## src/rtl/ccs_consts.svh

```systemverilog
/*
  constants of the clock switch and reference clock output block:
  register offsets, field positions, unlock keys, reset values, counts.
  assumes it is included by bare name after the package.
*/
`ifndef CCS_CONSTS_SVH
`define CCS_CONSTS_SVH

// ==========================================================
// register offsets on the plain register port
`define CCS_ADDR_OSC_LO 4'h0
`define CCS_ADDR_OSC_HI 4'h1
`define CCS_ADDR_REF 4'h2

// ==========================================================
// unlock keys for the two halves of the oscillator control
`define CCS_KEY_HI_1 8'h78
`define CCS_KEY_HI_2 8'h9a
`define CCS_KEY_LO_1 8'h46
`define CCS_KEY_LO_2 8'h57

// ==========================================================
// oscillator control field positions (full 16-bit word)
`define CCS_OSC_CUR_LSB 12
`define CCS_OSC_NEW_LSB 8
`define CCS_OSC_LOCK_BIT 5
`define CCS_OSC_CF_BIT 3
`define CCS_OSC_SECONDARY_OSC_ENABLE_BIT 1
`define CCS_OSC_REQ_BIT 0

// ==========================================================
// reference clock control field positions and reset value
`define CCS_REF_EN_BIT 15
`define CCS_REF_SLP_BIT 13
`define CCS_REF_SEL_BIT 12
`define CCS_REF_DIV_LSB 8
`define CCS_REF_RESET 16'h0000

// ==========================================================
// physical oscillator enable lanes
`define CCS_OSC_FRC 0
`define CCS_OSC_POSC 1
`define CCS_OSC_SECONDARY_OSC 2
`define CCS_OSC_LOW_POWER_RC_OSC 3
`define CCS_OSC_LPFRC 4

// ==========================================================
// timing counts, in cycles
`define CCS_OST_CYCLES 11'h400
`define CCS_SETTLE_CYCLES 11'h00a

`endif

```

## src/rtl/ccs_pkg.sv

```systemverilog
/*
  types and shared decode functions of the clock switch block.
  assumes nothing of its surroundings.
*/
package ccs_pkg;

  // ========================================================
  // switch sequencer states
  typedef enum logic [2:0] {
    ST_IDLE   = 3'b000,
    ST_CHECK  = 3'b001,
    ST_START  = 3'b010,
    ST_PLL    = 3'b011,
    ST_SETTLE = 3'b100,
    ST_COMMIT = 3'b101
  } ccs_state_t;

  // ========================================================
  // clock source codes
  typedef enum logic [2:0] {
    SRC_FRC     = 3'b000,
    SRC_INTERNAL_RC_WITH_PLL  = 3'b001,
    SRC_POSC    = 3'b010,
    SRC_POSCPLL = 3'b011,
    SRC_SECONDARY_OSC    = 3'b100,
    SRC_LOW_POWER_RC_OSC    = 3'b101,
    SRC_LPFRC   = 3'b110,
    SRC_FRCDIV  = 3'b111
  } ccs_src_t;

  // source code runs through the pll
  function automatic logic ccs_uses_pll(input ccs_src_t s);
    ccs_uses_pll = (s == SRC_INTERNAL_RC_WITH_PLL) || (s == SRC_POSCPLL);
  endfunction

  // physical oscillator lanes that a source code needs
  function automatic logic [4:0] ccs_osc_lanes(input ccs_src_t s);
    case (s)
      SRC_FRC, SRC_INTERNAL_RC_WITH_PLL, SRC_FRCDIV: ccs_osc_lanes = 5'h01;
      SRC_POSC, SRC_POSCPLL: ccs_osc_lanes = 5'h02;
      SRC_SECONDARY_OSC: ccs_osc_lanes = 5'h04;
      SRC_LOW_POWER_RC_OSC: ccs_osc_lanes = 5'h08;
      SRC_LPFRC: ccs_osc_lanes = 5'h10;
      default: ccs_osc_lanes = 5'h00;
    endcase
  endfunction

endpackage

```

## src/rtl/ccs_count.sv

```systemverilog
/*
  down counter with a sticky done level, used for the crystal
  start-up wait and for the new-clock settle count.
  assumes tick is a one-cycle pulse synchronous to clk.
*/
`timescale 1ns/1ns
`include "ccs_consts.svh"

module ccs_count import ccs_pkg::*; (
  // clock, reset, enable
  input wire logic clk,
  input wire logic rstn,
  input wire logic ce,
  // control
  input wire logic load,
  input wire logic [10:0] load_val,
  input wire logic tick,
  // status
  output logic done
);

  logic [10:0] cnt; // ticks still to go

  // ========================================================
  // load, then count ticks down to zero
  always_ff @(posedge clk or negedge rstn) begin
    if (!rstn) begin
      cnt <= 11'h000;
      done <= 1'b1;
    end else if (ce) begin
      if (load) begin
        cnt <= load_val;
        done <= (load_val == 11'h000);
      end else if (tick && (cnt != 11'h000)) begin
        cnt <= cnt - 11'h001;
        done <= (cnt == 11'h001);
      end
    end
  end

endmodule

```

## src/rtl/ccs_ref_div.sv

```systemverilog
/*
  reference clock divider: divides a base tick stream by a power of
  two and drives the reference pin with its output enable.
  assumes base_tick is a one-cycle pulse synchronous to clk.
*/
`timescale 1ns/1ns
`include "ccs_consts.svh"

module ccs_ref_div import ccs_pkg::*; (
  // clock, reset, enable
  input wire logic clk,
  input wire logic rstn,
  input wire logic ce,
  // control
  input wire logic run,
  input wire logic base_tick,
  input wire logic [3:0] div,
  // pin
  output logic pin,
  output logic pin_oe
);

  logic [13:0] cnt; // base ticks seen
  logic [13:0] mask; // half period minus one
  logic hit; // half period reached

  // half period of a divide by two to the power d, less one
  function automatic logic [13:0] half_mask(input logic [3:0] d);
    logic [15:0] one;
    one = 16'h0001 << d;
    half_mask = one[14:1] - 14'h0001;
  endfunction

  assign mask = half_mask(div);
  assign hit = ((cnt & mask) == mask);

  // ========================================================
  // toggle the pin every half period of base ticks
  always_ff @(posedge clk or negedge rstn) begin
    if (!rstn) begin
      cnt <= 14'h0000;
      pin <= 1'b0;
      pin_oe <= 1'b0;
    end else if (ce) begin
      pin_oe <= run;
      if (!run) begin
        cnt <= 14'h0000;
        pin <= 1'b0;
      end else if (div == 4'h0) begin
        pin <= base_tick; // undivided
      end else if (base_tick) begin
        cnt <= cnt + 14'h0001;
        if (hit) begin
          pin <= ~pin; // divide by two to the div
        end
      end
    end
  end

endmodule

```

## src/rtl/ccs_top.sv

```systemverilog
/*
  clock source switch controller and reference clock output.
  holds the keyed oscillator control register, the switch sequencer
  and the reference control register.
  assumes a register master on the plain port, oscillator status
  inputs synchronous to clk, and clocks given as tick pulses.
*/
`timescale 1ns/1ns
`include "ccs_consts.svh"

module ccs_top import ccs_pkg::*; (
  // clock, reset, enable
  input wire logic clk,
  input wire logic rstn,
  input wire logic ce,
  // register port
  input wire logic [3:0] addr,
  input wire logic [15:0] wdata,
  input wire logic wr,
  input wire logic rd,
  output logic [15:0] rdata,
  // configuration straps
  input wire logic [2:0] cfg_fnosc,
  input wire logic cfg_posc_crystal,
  input wire logic cfg_secondary_osc_crystal,
  input wire logic cfg_posc_mode,
  input wire logic watchdog_on,
  input wire logic fail_safe_clock_monitor_on,
  // oscillator side
  input wire logic [4:0] osc_running,
  input wire logic pll_lock_in,
  input wire logic clock_fail_in,
  input wire logic new_clk_tick,
  input wire logic posc_tick,
  input wire logic sys_tick,
  input wire logic sleep_mode,
  // oscillator control outputs
  output logic [4:0] osc_enable,
  output logic [2:0] sys_clk_sel,
  // reference clock pin
  output logic ref_clock_pin,
  output logic ref_clock_pin_oe
);

  // ========================================================
  // state
  logic started; // cfg_fnosc strap captured after reset
  ccs_state_t state, next_state; // switch sequencer
  ccs_src_t current_source_sel, next_current;
  ccs_src_t new_source_sel, next_new;
  logic switch_request, next_request;
  logic lock, next_lock; // pll lock status
  logic clock_fail_flag, next_cf; // sticky clock failure
  logic secondary_osc_enable, next_secondary_osc_en;
  logic [1:0] hi_key, next_hi_key; // high byte unlock stage
  logic [1:0] lo_key, next_lo_key; // low byte unlock stage
  logic ref_out_enable, ref_run_in_sleep, ref_source_select;
  logic [3:0] ref_divisor;
  logic [4:0] next_osc_enable;
  logic [15:0] next_rdata;

  // ========================================================
  // register port decode
  wire wr_act = wr & ce;
  wire wr_lo = wr_act & (addr == `CCS_ADDR_OSC_LO);
  wire wr_hi = wr_act & (addr == `CCS_ADDR_OSC_HI);
  wire wr_ref = wr_act & (addr == `CCS_ADDR_REF);
  wire hi_open = (hi_key == 2'h2); // next write may land
  wire lo_open = (lo_key == 2'h2);
  wire hi_accept = wr_hi & hi_open;
  wire lo_accept = wr_lo & lo_open;
  wire [7:0] wbyte = wdata[7:0];

  // ========================================================
  // unlock key tracking: any other write breaks a sequence
  always_comb begin
    next_hi_key = hi_key;
    next_lo_key = lo_key;
    if (wr_act) begin
      // high byte keys
      if (wr_hi && hi_key == 2'h1 && wbyte == `CCS_KEY_HI_2) begin
        next_hi_key = 2'h2;
      end else if (wr_hi && wbyte == `CCS_KEY_HI_1) begin
        next_hi_key = 2'h1;
      end else begin
        next_hi_key = 2'h0;
      end
      // low byte keys
      if (wr_lo && lo_key == 2'h1 && wbyte == `CCS_KEY_LO_2) begin
        next_lo_key = 2'h2;
      end else if (wr_lo && wbyte == `CCS_KEY_LO_1) begin
        next_lo_key = 2'h1;
      end else begin
        next_lo_key = 2'h0;
      end
    end
  end

  // ========================================================
  // sequencer decode
  wire same = (current_source_sel == new_source_sel);
  wire busy = (state != ST_IDLE);
  wire tgt_pll = ccs_uses_pll(new_source_sel);
  wire [4:0] tgt_lanes = ccs_osc_lanes(new_source_sel);
  wire [4:0] cur_lanes = ccs_osc_lanes(current_source_sel);
  wire tgt_ready = |(tgt_lanes & osc_running);
  wire tgt_xtal = (tgt_lanes[`CCS_OSC_POSC] & cfg_posc_crystal) |
                  (tgt_lanes[`CCS_OSC_SECONDARY_OSC] & cfg_secondary_osc_crystal);
  wire ost_done; // crystal start-up timer expired
  wire settle_done; // ten new-clock cycles seen
  wire valid_go = (state == ST_CHECK) & ~same;
  wire [10:0] ost_val = tgt_xtal ? `CCS_OST_CYCLES : 11'h000;
  wire settle_load = (next_state == ST_SETTLE) &
                     (state != ST_SETTLE);

  // ========================================================
  // sequencer next state; the cpu is never stalled
  always_comb begin
    next_state = state;
    case (state)
      ST_IDLE: begin
        if (switch_request) begin
          next_state = ST_CHECK;
        end
      end
      ST_CHECK: begin
        // redundant request aborts
        next_state = same ? ST_IDLE : ST_START;
      end
      ST_START: begin
        // oscillator up and crystal timer out
        if (tgt_ready && ost_done) begin
          next_state = tgt_pll ? ST_PLL : ST_SETTLE;
        end
      end
      ST_PLL: begin
        // hold for pll lock
        if (pll_lock_in) begin
          next_state = ST_SETTLE;
        end
      end
      ST_SETTLE: begin
        // ten new-clock cycles
        if (settle_done) begin
          next_state = ST_COMMIT;
        end
      end
      ST_COMMIT: begin
        next_state = ST_IDLE;
      end
      default: begin
        next_state = ST_IDLE;
      end
    endcase
  end

  // ========================================================
  // oscillator control field next values
  always_comb begin
    next_new = new_source_sel;
    next_current = current_source_sel;
    next_request = switch_request;
    next_secondary_osc_en = secondary_osc_enable;
    next_cf = clock_fail_flag;
    if (!started) begin
      next_new = ccs_src_t'(cfg_fnosc);
      next_current = ccs_src_t'(cfg_fnosc);
    end else if (hi_accept) begin
      next_new = ccs_src_t'(wdata[2:0]);
    end
    if (state == ST_COMMIT) begin
      next_current = new_source_sel;
    end
    // hardware clears; a software set in the same cycle wins
    if ((state == ST_CHECK && same) || state == ST_COMMIT) begin
      next_request = 1'b0;
    end
    if (lo_accept) begin
      next_secondary_osc_en = wbyte[`CCS_OSC_SECONDARY_OSC_ENABLE_BIT];
      if (wbyte[`CCS_OSC_REQ_BIT]) begin
        next_request = 1'b1;
      end
    end
    // failure flag: cleared by a valid switch, set wins
    if (valid_go) begin
      next_cf = 1'b0;
    end
    if (clock_fail_in) begin
      next_cf = 1'b1;
    end
    // lock status follows the pll of the target source while switching, else of the current one
    if (valid_go) begin
      next_lock = 1'b0;
    end else if (busy) begin
      next_lock = tgt_pll & pll_lock_in;
    end else begin
      next_lock = ccs_uses_pll(current_source_sel) & pll_lock_in;
    end
  end

  // ========================================================
  // reference output run condition and base clock
  wire sleep_keep = ref_run_in_sleep & ref_source_select &
                    cfg_posc_mode;
  wire ref_run = ref_out_enable &
                 (~sleep_mode | sleep_keep);
  wire ref_base = ref_source_select ? posc_tick
                                    : sys_tick;

  // ========================================================
  // oscillator enables: old source drops once current moves
  wire low_power_rc_osc_keep = watchdog_on | fail_safe_clock_monitor_on;
  always_comb begin
    next_osc_enable = cur_lanes;
    if (busy) begin
      next_osc_enable = next_osc_enable | tgt_lanes;
    end
    if (low_power_rc_osc_keep) begin
      next_osc_enable[`CCS_OSC_LOW_POWER_RC_OSC] = 1'b1;
    end
    if (secondary_osc_enable) begin
      next_osc_enable[`CCS_OSC_SECONDARY_OSC] = 1'b1;
    end
    if (sleep_mode && !sleep_keep) begin
      next_osc_enable[`CCS_OSC_POSC] = 1'b0;
    end
  end

  // ========================================================
  // read mux; unused bits read zero
  wire [15:0] osc_word = {1'b0, current_source_sel, 1'b0,
                          new_source_sel, 2'b00, lock, 1'b0,
                          clock_fail_flag, 1'b0,
                          secondary_osc_enable, switch_request};
  wire [15:0] ref_word = {ref_out_enable, 1'b0, ref_run_in_sleep,
                          ref_source_select, ref_divisor,
                          8'h00};
  always_comb begin
    next_rdata = 16'h0000;
    if (rd) begin
      case (addr)
        `CCS_ADDR_OSC_LO: next_rdata = osc_word;
        `CCS_ADDR_OSC_HI: next_rdata = {8'h00, osc_word[15:8]};
        `CCS_ADDR_REF: next_rdata = ref_word;
        default: next_rdata = 16'h0000;
      endcase
    end
  end

  // ========================================================
  // sequencer and oscillator control registers
  always_ff @(posedge clk or negedge rstn) begin
    if (!rstn) begin
      started <= 1'b0;
      state <= ST_IDLE;
      current_source_sel <= SRC_FRC;
      new_source_sel <= SRC_FRC;
      switch_request <= 1'b0;
      lock <= 1'b0;
      clock_fail_flag <= 1'b0;
      secondary_osc_enable <= 1'b0;
      hi_key <= 2'h0;
      lo_key <= 2'h0;
    end else if (ce) begin
      started <= 1'b1;
      state <= next_state;
      current_source_sel <= next_current;
      new_source_sel <= next_new;
      switch_request <= next_request;
      lock <= next_lock;
      clock_fail_flag <= next_cf;
      secondary_osc_enable <= next_secondary_osc_en;
      hi_key <= next_hi_key;
      lo_key <= next_lo_key;
    end
  end

  // ========================================================
  // reference control register, plain word write
  always_ff @(posedge clk or negedge rstn) begin
    if (!rstn) begin
      ref_out_enable <= 1'b0;
      ref_run_in_sleep <= 1'b0;
      ref_source_select <= 1'b0;
      ref_divisor <= 4'h0;
    end else if (wr_ref) begin
      ref_out_enable <= wdata[`CCS_REF_EN_BIT];
      ref_run_in_sleep <= wdata[`CCS_REF_SLP_BIT];
      ref_source_select <= wdata[`CCS_REF_SEL_BIT];
      ref_divisor <= wdata[`CCS_REF_DIV_LSB +: 4];
    end
  end

  // ========================================================
  // registered outputs
  always_ff @(posedge clk or negedge rstn) begin
    if (!rstn) begin
      rdata <= 16'h0000;
      osc_enable <= 5'h00;
      sys_clk_sel <= 3'h0;
    end else if (ce) begin
      rdata <= next_rdata;
      osc_enable <= next_osc_enable;
      sys_clk_sel <= current_source_sel;
    end
  end

  // ========================================================
  // crystal start-up timer and new-clock settle counter
  ccs_count u_ost (
    .clk(clk),
    .rstn(rstn),
    .ce(ce),
    .load(valid_go),
    .load_val(ost_val),
    .tick(1'b1),
    .done(ost_done)
  );

  ccs_count u_settle (
    .clk(clk),
    .rstn(rstn),
    .ce(ce),
    .load(settle_load),
    .load_val(`CCS_SETTLE_CYCLES),
    .tick(new_clk_tick),
    .done(settle_done)
  );

  // ========================================================
  // reference clock divider
  ccs_ref_div u_ref (
    .clk(clk),
    .rstn(rstn),
    .ce(ce),
    .run(ref_run),
    .base_tick(ref_base),
    .div(ref_divisor),
    .pin(ref_clock_pin),
    .pin_oe(ref_clock_pin_oe)
  );
endmodule

```

## config.mk

```make
export PLATFORM = sky130hd
export DESIGN_NAME = ccs_top
export DESIGN_NICKNAME = d
export VERILOG_FILES = /design/src/rtl/ccs_pkg.sv /design/src/rtl/ccs_count.sv /design/src/rtl/ccs_ref_div.sv /design/src/rtl/ccs_top.sv
export VERILOG_INCLUDE_DIRS = /design/src /design/src/rtl
export SDC_FILE = /design/constraint.sdc
export NUM_CORES = 1
export LEC_CHECK = 0
export ABC_AREA = 0
export BUFFER_PORTS_ARGS = -buffer_cell sky130_fd_sc_hd__clkbuf_2
export CAP_MARGIN = 20
export CORE_UTILIZATION = 35
export DETAILED_ROUTE_END_ITERATION = 6
export SYNTH_ARGS = -nofsm -noshare
export SYNTH_HDL_FRONTEND = slang
export SYNTH_SLANG_ARGS = --single-unit
```

## constraint.sdc

```tcl
create_clock -name clk -period 6.5 [get_ports clk]
set_clock_uncertainty 0.1 [all_clocks]
set_input_delay 1.3 -clock clk [delete_from_list [all_inputs] [get_ports clk]]
set_output_delay 1.3 -clock clk [all_outputs]
set_load 0.05 [all_outputs]
```

==> run summary, run 1 <==
Max VDD drop = 0.0001922 V
total power = 1.923 mW
core area = 13830 µm²
Max-Cap Viols = 0
CTS tree = built
status = finished clean
Final TNS setup = 0 ns
Synth cell types = 75
count of pins over their slew limit = 0
DR pass1 iterations = 4
CP startpoint kind = input port
post-route ant nets = 0
Yosys reg bits = 88
Fin. Hold Viols = 0
number of global-route vias before repair = 4130
Final setup viols = 0
post-CTS setup buffers = 0
adder-cell share of the synthesized area = 0.01517
Inserted Clock Buffers = 9
pin count of the biggest net entering global routing = 65
Post-Synth Simple-Gate Area = 0.2288
CTS resizes = 0
DR vias = 4207
share of cells above drive strength 1 = 0.1692
Post-synth EDFFs = 0
GRT Overall Usage = 0.1837
Hold-fix buffers, CTS = 0
Tmin final = 3.412 ns
Die Ht = 120.9 µm
mux share of post-synthesis cell area = 0.03717
Synth Net Count = 576
Tcrit/Tclk final = 0.5250
ys async rst share = 1.000
Worst Path Arrival = 3.52 ns
Worst Setup Slack, final = 3.088 ns
synth-to-layout area growth = 15.50%
Max Root-Sink Buffers = 2
Initial Utilization = 0.3579
row count = 43
CTS Root Cell = clkbuf_16
RSZ-0062 raised after global routing = false
Crit. Startpoint = ce
Post-Syn Area = 4948 µm²
fill cell count = 1340
Syn Area/Cell = 9.408 µm²
clock-pin slew on the worst setup and hold paths = 0.06 ns
sequential share of the synthesized area = 0.4455
Pwr per Cell Area = 336.5 nW/µm²
die area = 14620 µm²
Synth Flop Type = dfrtp_1
hpwl dp = 8986 µm
antenna cells = 0
Min Hold Slack = 0.3750 ns
Yosys warnings = 0
H-tree Lvls = 3
Post-Synthesis Cells = 526
input/output buffers = 67
Critical Path Fanout Max = 29
routability cong. = 0.8141
routed vias/inst = 5.499
chip width = 120.9 µm
CP Class = in -> reg
largest family of logic cells by synthesized area = simple AND/OR/NAND/NOR gates
clk sinks = 88
Tightest Pin Transition = 0.8222 ns
IO Pins = 70
final design utilization = 0.4134
compound-cell area share of the yosys netlist = 0.1967
Pleak = 2.449 nW
final WL = 12540 µm
maximum clock frequency = 0.2931 GHz
first-pass GRT wire length = 21230 µm
Worst Setup End Kind = flip-flop
Clock Latency Late Sink = 0.34 ns
Critical Path RT = 6.61 ns
initial drt markers = 295
fin nets = 631
WL per Instance = 16.39 µm
min-delay worst type = reg -> reg
DP Worst Slack = 2.724 ns
slew margin rel. = 0.4519
initial antenna violation count = 0
worst r2r src = ref_divisor[2]
gr ovfl total = 0
Post-route DRC = 0
hold path start = hi_key[1]
xor-xnor portion of the synthesized cell area = 0.03894
[routing by layer]
layer  global-route usage  part of all wire  vias up
met5                    0                 0        -
met1               0.2601              0.48     2061
met3              0.03336             0.040        8
li1                     -                 -     2052
met2               0.2800              0.47       86
met4              0.06481             0.012        0
[area by class of cell]
| type | count | area [µm²] | area share |
|---|---|---|---|
| clock buffer | 12 | 246.5 | 0.04313 |
| tap | 180 | 225.2 | 0.03940 |
| multi-input combinational | 393 | 2561 | 0.4481 |
| sequential | 88 | 2205 | 0.3857 |
| clock inverter | 3 | 42.54 | 0.007443 |
| inverter | 18 | 67.56 | 0.01182 |
| timing repair buffer | 71 | 367.9 | 0.06436 |
[state kept, by name, indices dropped and copies added, names as in the netlist, 2 cells and up]
name	flops
rdata	15
u_ref.cnt	14
u_ost.cnt	11
u_settle.cnt	11
osc_enable	5
ref_divisor	4
current_source_sel	3
new_source_sel	3
state	3
sys_clk_sel	3
hi_key	2
lo_key	2
[final timing paths]
| check | endpoint | slack (ns) | cells past startpoint |
|---|---|---|---|
| max | u_ost.cnt[7] | 3.09 | 8 |
| min | hi_key[1] | 0.37 | 1 |
| max reg2reg | u_ref.pin | 3.70 | 9 |
| min reg2reg | hi_key[1] | 0.37 | 1 |
| max in group asynchronous | new_source_sel[0] | 4.41 | 2 |
| min in group asynchronous | u_ref.cnt[2] | 0.76 | 1 |
[logic make-up after synthesis]
kind of cell             after synthesis
AO/OA/AOI/OAI                        137
XOR/XNOR                              22
adder cells (fa/ha/maj)                6
buffers and inverters                 45
flip-flops                            88
multiplexers                          17
other                                  1
AND/OR/NAND/NOR                      210
[critical path, stage by stage]
cell and delay (ns):
clkbuf_2 0.37, buf_4 0.42, nand3b_1 0.19, a311oi_4 0.55, o2111ai_2 0.25, nor4_2 0.21
xnor2_1 0.14, nor2_1 0.05
[per-stage QoR]
| stage | cells | instance area (µm²) |
|---|---|---|
| after floorplan | 526 | 4949 |
| after global placement | 750 | 5426 |
| after detailed placement | 750 | 5426 |
| after CTS | 765 | 5715 |
| after global routing | 765 | 5715 |
| final | 765 | 5715 |
[power by group]
group / internal (mW) / switching, mW
combinational: 0.223 / 0.359
clock: 0.306 / 0.208
sequential: 0.662 / 0.165
[placed cells by master, fill, tap and decap left out, types with 7 or more instances in the layout]
cell type,synthesis,layout
nor3_1,13,13
nand2b_1,7,7
clkbuf_2,0,66
nand3b_1,7,7
xnor2_1,13,13
nand3_1,23,23
nor2_1,48,48
mux2_1,8,8
o21ai_1,18,18
o21ai_0,10,10
dfrtp_1,86,86
nand2_1,49,49
inv_1,17,17
a22oi_1,10,10
clkbuf_16,0,9
o2bb2ai_1,19,19
a21oi_1,25,25
xor2_1,9,9
nand4_1,11,11
[cells in the mapped netlist (8+ instances only)]
master / instances / share of area
mux2_1: 8 / 0.018
nor2_1: 48 / 0.036
o21ai_1: 18 / 0.018
nand4_1: 11 / 0.014
o2bb2ai_1: 19 / 0.034
a21oi_1: 25 / 0.025
xor2_1: 9 / 0.016
clkbuf_1: 18 / 0.014
nand2_1: 49 / 0.037
nand3_1: 23 / 0.023
dfrtp_1: 86 / 0.43
nor3_1: 13 / 0.013
a22oi_1: 10 / 0.015
o21ai_0: 10 / 0.010
xnor2_1: 13 / 0.023
inv_1: 17 / 0.013
Power figures use the tool's default switching activity.
==> run 2, diff against run 1 <==
--- a/config.mk
+++ b/config.mk
@@ -6,7 +6,7 @@
 export SDC_FILE = /design/constraint.sdc
 export NUM_CORES = 1
 export LEC_CHECK = 0
-export ABC_AREA = 0
+export ABC_AREA = 1
 export BUFFER_PORTS_ARGS = -buffer_cell sky130_fd_sc_hd__clkbuf_2
 export CAP_MARGIN = 20
 export CORE_UTILIZATION = 35
==> constraint.sdc (replaced) <==
create_clock -name clk -period 3.1 [get_ports clk]
set_clock_uncertainty 0.1 [all_clocks]
set_input_delay 0.62 -clock clk [delete_from_list [all_inputs] [get_ports clk]]
set_output_delay 0.62 -clock clk [all_outputs]
set_load 0.05 [all_outputs]
==> run 2 against run 1 <==
Net effect: clock power increased by 100%; global-route usage increased by 0.12 points; largest cell class unchanged; routed wire length increased by 3.2%; core utilization increased by 0.52 points; worst setup slack got worse by 2.2 ns; via count increased by 10%; sequential share of layout area decreased by 0.92 points; cell count increased by 18%; non-clock buffer count unchanged; sequential power increased by 100%.
==> run summary, run 2 <==
Final TNS setup = 0 ns
clk sinks = 88
Post-synth EDFFs = 0
Inserted Clock Buffers = 9
Worst Path Arrival = 2.34 ns
Synth Net Count = 702
hpwl dp = 9762 µm
Max-Cap Viols = 0
WP buf/inv = 2
post-CTS setup buffers = 0
Clock Latency Late Sink = 0.34 ns
pin count of the biggest net entering global routing = 46
post-route ant nets = 0
routability cong. = 0.8311
Top Registers = rdata x15, u_ref.cnt x14
count leader, synth = nand2_1
max FFs per register = 15
row count = 43
Max VDD drop = 0.0002505 V
slew margin rel. = 0.6017
CP startpoint kind = flip-flop
clock-pin slew on the worst setup and hold paths = 0.06 ns
input/output buffers = 67
Initial Utilization = 0.3610
share of cells above drive strength 1 = 0.1708
sequential share of the synthesized area = 0.4366
commonest non-fill, non-tap cell in the layout = nand2_1
Yosys top cell by area = dfrtp_1
max incr delay on CP = 0.39 ns
chip width = 122.1 µm
maximum clock frequency = 0.4520 GHz
Hold-fix buffers, CTS = 0
synth-to-layout area growth = 15.93%
main area contributors after synthesis = dfrtp_1 43%, nand2_1 12%, inv_1 5.8%
Post-Syn Area = 5050 µm²
total power = 4.338 mW
initial antenna violation count = 0
family with the most delay on the worst path = simple AND/OR/NAND/NOR gates
Fin. Hold Viols = 0
Final setup viols = 0
Tightest Pin Transition = 0.5975 ns
routed vias/inst = 5.147
count of pins over their slew limit = 0
Worst Setup End Kind = flip-flop
Biggest register = rdata
number of global-route vias before repair = 4571
Synth Flop Type = dfrtp_1
Yosys reg bits = 88
Yosys warnings = 0
Synth top cells by count = 158 x nand2_1, 86 x dfrtp_1, 78 x inv_1
final WL = 12940 µm
most frequent cells in the layout = 158 x nand2_1, 86 x dfrtp_1, 78 x inv_1, 66 x clkbuf_2, 52 x nor2_1
die area = 14910 µm²
worst path cell trace = inv_1 > nor2_2 > nand2_1 > ha_1 > inv_1 > nand2_1 > nand3b_1 > nand3_1 > nor2_1 > nand3_1 > o21bai_1 > nand2_1 > nand2_1 > nand2_1
Tcrit/Tclk final = 0.7137
Die Ht = 122.1 µm
Post-route DRC = 0
CTS resizes = 0
Post-Synthesis Cells = 652
most used cell, CP = nand2_1
ys async rst share = 1.000
fin nets = 765
Syn Area/Cell = 7.745 µm²
critical path's slowest cell = dfrtp_1
DR vias = 4632
min-delay worst type = in -> async
first-pass GRT wire length = 21400 µm
GRT Overall Usage = 0.1849
Synth cell types = 47
core area = 13990 µm²
status = finished clean
antenna cells = 0
DR pass1 iterations = 5
RSZ-0062 raised after global routing = false
initial drt markers = 285
WL per Instance = 14.38 µm
CP Class = reg -> reg
Critical Path RT = 3.23 ns
Critical Path Fanout Max = 6
top cell type's share of synthesized area = 0.4262
gr ovfl total = 0
Pwr per Cell Area = 740.9 nW/µm²
CTS tree = built
Max Root-Sink Buffers = 2
CTS Root Cell = clkbuf_16
H-tree Lvls = 3
Pleak = 2.914 nW
IO Pins = 70
Tmin final = 2.213 ns
run 2: cells by family (layout without fill, tap and decap cells):
| family | count (synthesis) | after routing | share of synthesized area |
|---|---|---|---|
| compound gates | 115 | 115 | 0.1415 |
| xor+xnor | 17 | 17 | 0.02948 |
| fa+ha+maj | 6 | 6 | 0.01487 |
| buf+inv | 106 | 174 | 0.08399 |
| flops | 88 | 88 | 0.4366 |
| mux | 2 | 2 | 0.004460 |
| other cells | 1 | 1 | 0.0007426 |
| simple gates | 317 | 317 | 0.2884 |
run 2: stage by stage:
step	instances	util	instance area (µm²)	hold WS (ns)	setup WS, ns
after floorplan	652	-	5050	0.2244	1.170
after global placement	884	0.3975	5560	0.3588	0.9065
after detailed placement	884	0.3975	5560	0.3601	0.8292
after CTS	900	0.4185	5854	0.1897	0.9201
after global routing	900	0.4185	5854	0.2084	0.6748
final	900	0.4185	5854	0.1767	0.8874
run 2: path summary, 6_finish.rpt:
path	startpoint	to	slack [ns]	depth (start not counted)
min reg2reg	u_settle.done	u_settle.done	0.37	2
max	ref_divisor[0]	u_ref.pin	0.89	14
min in group clk	u_settle.done	u_settle.done	0.37	2
max in group asynchronous	rstn	u_ost.done	2.03	2
min	rstn	u_ost.cnt[6]	0.18	1
max reg2reg	ref_divisor[0]	u_ref.pin	0.89	14
run 2: worst register-to-register path, cell delays in order, from the launching register on:
cell and delay (ns):
dfrtp_1 0.39, inv_1 0.14, nor2_2 0.23, nand2_1 0.12, ha_1 0.28, inv_1 0.09
nand2_1 0.06, nand3b_1 0.08, nand3_1 0.08, nor2_1 0.10, nand3_1 0.08, o21bai_1 0.19
nand2_1 0.07, nand2_1 0.06, nand2_1 0.04
run 2: report_power, final:
group | leakage [nW] | switching (mW) | internal (mW)
Sequential | 1.13 | 0.265 | 1.41
Combinational | 1.64 | 1.08 | 0.531
Clock | 0.137 | 0.445 | 0.607
Total | 2.91 | 1.79 | 2.55
run 2: layout make-up:
type	count	area (µm²)
Tap cell	180	225.2
Fill cell	1439	8134
Clock inverter	4	27.53
Timing Repair Buffer	71	380.4
Inverter	87	329.1
Sequential cell	88	2205
Clock buffer	12	266.5
Multi-Input combinational cell	458	2421
run 2: routing by layer:
layer	global-route usage	share of wire
met1	0.2235	0.44
met2	0.3114	0.48
met3	0.05899	0.069
met4	0.05793	0.014
met5	0	0
==> run 3, diff against run 2 <==
==> constraint.sdc (replaced) <==
create_clock -name clk -period 2.2 [get_ports clk]
set_clock_uncertainty 0.1 [all_clocks]
set_input_delay 0.44 -clock clk [delete_from_list [all_inputs] [get_ports clk]]
set_output_delay 0.44 -clock clk [all_outputs]
set_load 0.05 [all_outputs]
==> run 3 against run 2 <==
Net effect: core utilization rose by 1.4 points; combinational power rose by 46%; clock power rose by 60%; count of clock-buffer cells in the layout fell by 3; worst setup slack got worse by 0.74 ns; via count barely moved; flip-flop and latch count did not move; global-route usage rose by 0.23 points; critical endpoint unchanged; highest routed layer unchanged.
==> run summary, run 3 (synthesis results as in run 2) <==
status = finished clean
Fin. Hold Viols = 0
Critical Path End = u_ref.pin
CTS Root Cell = clkbuf_16
clock-pin slew on the worst setup and hold paths = 0.06 ns
Max Root-Sink Buffers = 2
gr ovfl total = 0
Die Ht = 122.1 µm
Tcrit/Tclk final = 0.9321
initial antenna violation count = 0
Pleak = 3.018 nW
Critical Path Fanout Max = 6
count of pins over their slew limit = 0
most used cell, CP = nand2_1
H-tree Lvls = 3
Pwr per Cell Area = 1055 nW/µm²
Critical Path RT = 2.34 ns
number of global-route vias before repair = 4508
post-route ant nets = 0
Max VDD drop = 0.0003740 V
Worst Setup End Kind = flip-flop
post-route cell area = 6043 µm²
Clock Latency Late Sink = 0.35 ns
first-pass GRT wire length = 21530 µm
total power = 6.377 mW
RSZ-0062 raised after global routing = true
worst path cell trace = nor3_2 > nand2_1 > ha_4 > inv_1 > nand2_1 > nand3b_1 > nand3_1 > nor2_1 > nand3_1 > o21bai_1 > nand2_1 > nand2_1 > nand2_1
clk sinks = 88
Inserted Clock Buffers = 9
chip width = 122.1 µm
max incr delay on CP = 0.45 ns
DR pass1 iterations = 5
GR met3 Demand/Resource = 0.05758
CP Class = reg -> reg
r2r worst-path depth = 13
Biggest register = rdata
Final setup viols = 0
routability cong. = 0.8367
Top Registers = rdata x15, u_ref.cnt x14
final WL = 13150 µm
global route hottest layer = met2
met1 Track Usage GR = 0.2441
antenna cells = 0
Global Route met2 Usage = 0.2938
Crit. Startpoint = ref_divisor[3]
max FFs per register = 15
input/output buffers = 67
critical path's slowest cell = dfrtp_1
CTS tree = built
GRT Overall Usage = 0.1873
min-delay worst type = in -> reg
fin nets = 782
IO Pins = 70
hpwl dp = 10050 µm
pin count of the biggest net entering global routing = 50
die area = 14910 µm²
r2r endpoint = u_ref.pin
Post-route DRC = 0
Initial Utilization = 0.3610
flop2flop setup slack = 0.15 ns
Tmin final = 2.051 ns
Worst Path Arrival = 2.19 ns
share of cells above drive strength 1 = 0.1940
CP startpoint kind = flip-flop
commonest non-fill, non-tap cell in the layout = nand2_1
DR vias = 4636
Max-Cap Viols = 0
core area = 13990 µm²
initial drt markers = 328
WL per Instance = 14.34 µm
Placed Instance Area = 5658 µm²
synth-to-layout area growth = 19.67%
most frequent cells in the layout = 158 x nand2_1, 85 x dfrtp_1, 78 x inv_1, 66 x clkbuf_2, 51 x nor2_1
routed vias/inst = 5.056
row count = 43
worst r2r src = ref_divisor[3]
maximum clock frequency = 0.4877 GHz
[run 3: how the worst min path moves through the flow]
stage,startpoint,slack [ns],depth (start not counted),to
floorplan,rstn,0.04,0,clock_fail_flag
global placement,rstn,0.20,1,u_ost.cnt[9]
detailed placement,rstn,0.20,1,u_ost.cnt[9]
CTS,clock_fail_in,0.22,2,clock_fail_flag
global route,wdata[15],0.22,2,ref_out_enable
finish,wdata[15],0.23,2,ref_out_enable
[run 3: worst max-delay path, delay by kind of cell, from the launching register on]
kind | cells | cell delay [ns]
adders and majority gates | 1 | 0.20
buffers and inverters | 1 | 0.07
and+or+nand+nor | 10 | 0.95
DFF | 1 | 0.45
AOI/OAI and AO/OA | 1 | 0.17
[run 3: repair_timing]
action                                  4_1_cts  5_1_grt
buffers inserted                              0        3
hold buffers                                  1        0
resized for setup                             0        6
endpoints found under the hold margin         9        0
endpoints found under the setup margin        0        7
[run 3: routing by layer]
layer | share of wire | vias to the layer above
li1 | - | 2323
met1 | 0.47 | 2194
met2 | 0.46 | 101
met3 | 0.051 | 18
met4 | 0.021 | 0
met5 | 0 | -
[run 3: area by class of cell]
class / instances / area, µm²
fillers: 1377 / 7945
repair buffers: 88 / 510.5
clock inverters: 7 / 101.3
well taps: 180 / 225.2
multi-input cells: 458 / 2446
flip-flops and latches: 88 / 2206
clock buffers: 9 / 225.2
inverters: 87 / 329.1
[run 3: report_power, final]
part	internal, mW	switching [mW]	total, mW	leakage [nW]
Sequential	1.99	0.354	2.34	1.13
Combinational	0.801	1.55	2.35	1.73
Clock	1.01	0.675	1.68	0.158
Total	3.79	2.58	6.38	3.02
[run 3: stage by stage]
| stage | TNS [ns] | hold slack (ns) | instances | utilization | setup slack, ns |
|---|---|---|---|---|---|
| 2_1_floorplan | 0 | 0.04441 | 652 | - | 0.2705 |
| 3_3_place_gp | 0 | 0.2009 | 897 | 0.4045 | 0.07841 |
| 3_5_place_dp | 0 | 0.2046 | 897 | 0.4045 | 0.08766 |
| 4_1_cts | 0 | 0.2200 | 914 | 0.4285 | 0.08196 |
| 5_1_grt | -0.03107 | 0.2205 | 917 | 0.4320 | -0.03107 |
| 6_report | 0 | 0.2292 | 917 | 0.4320 | 0.1494 |
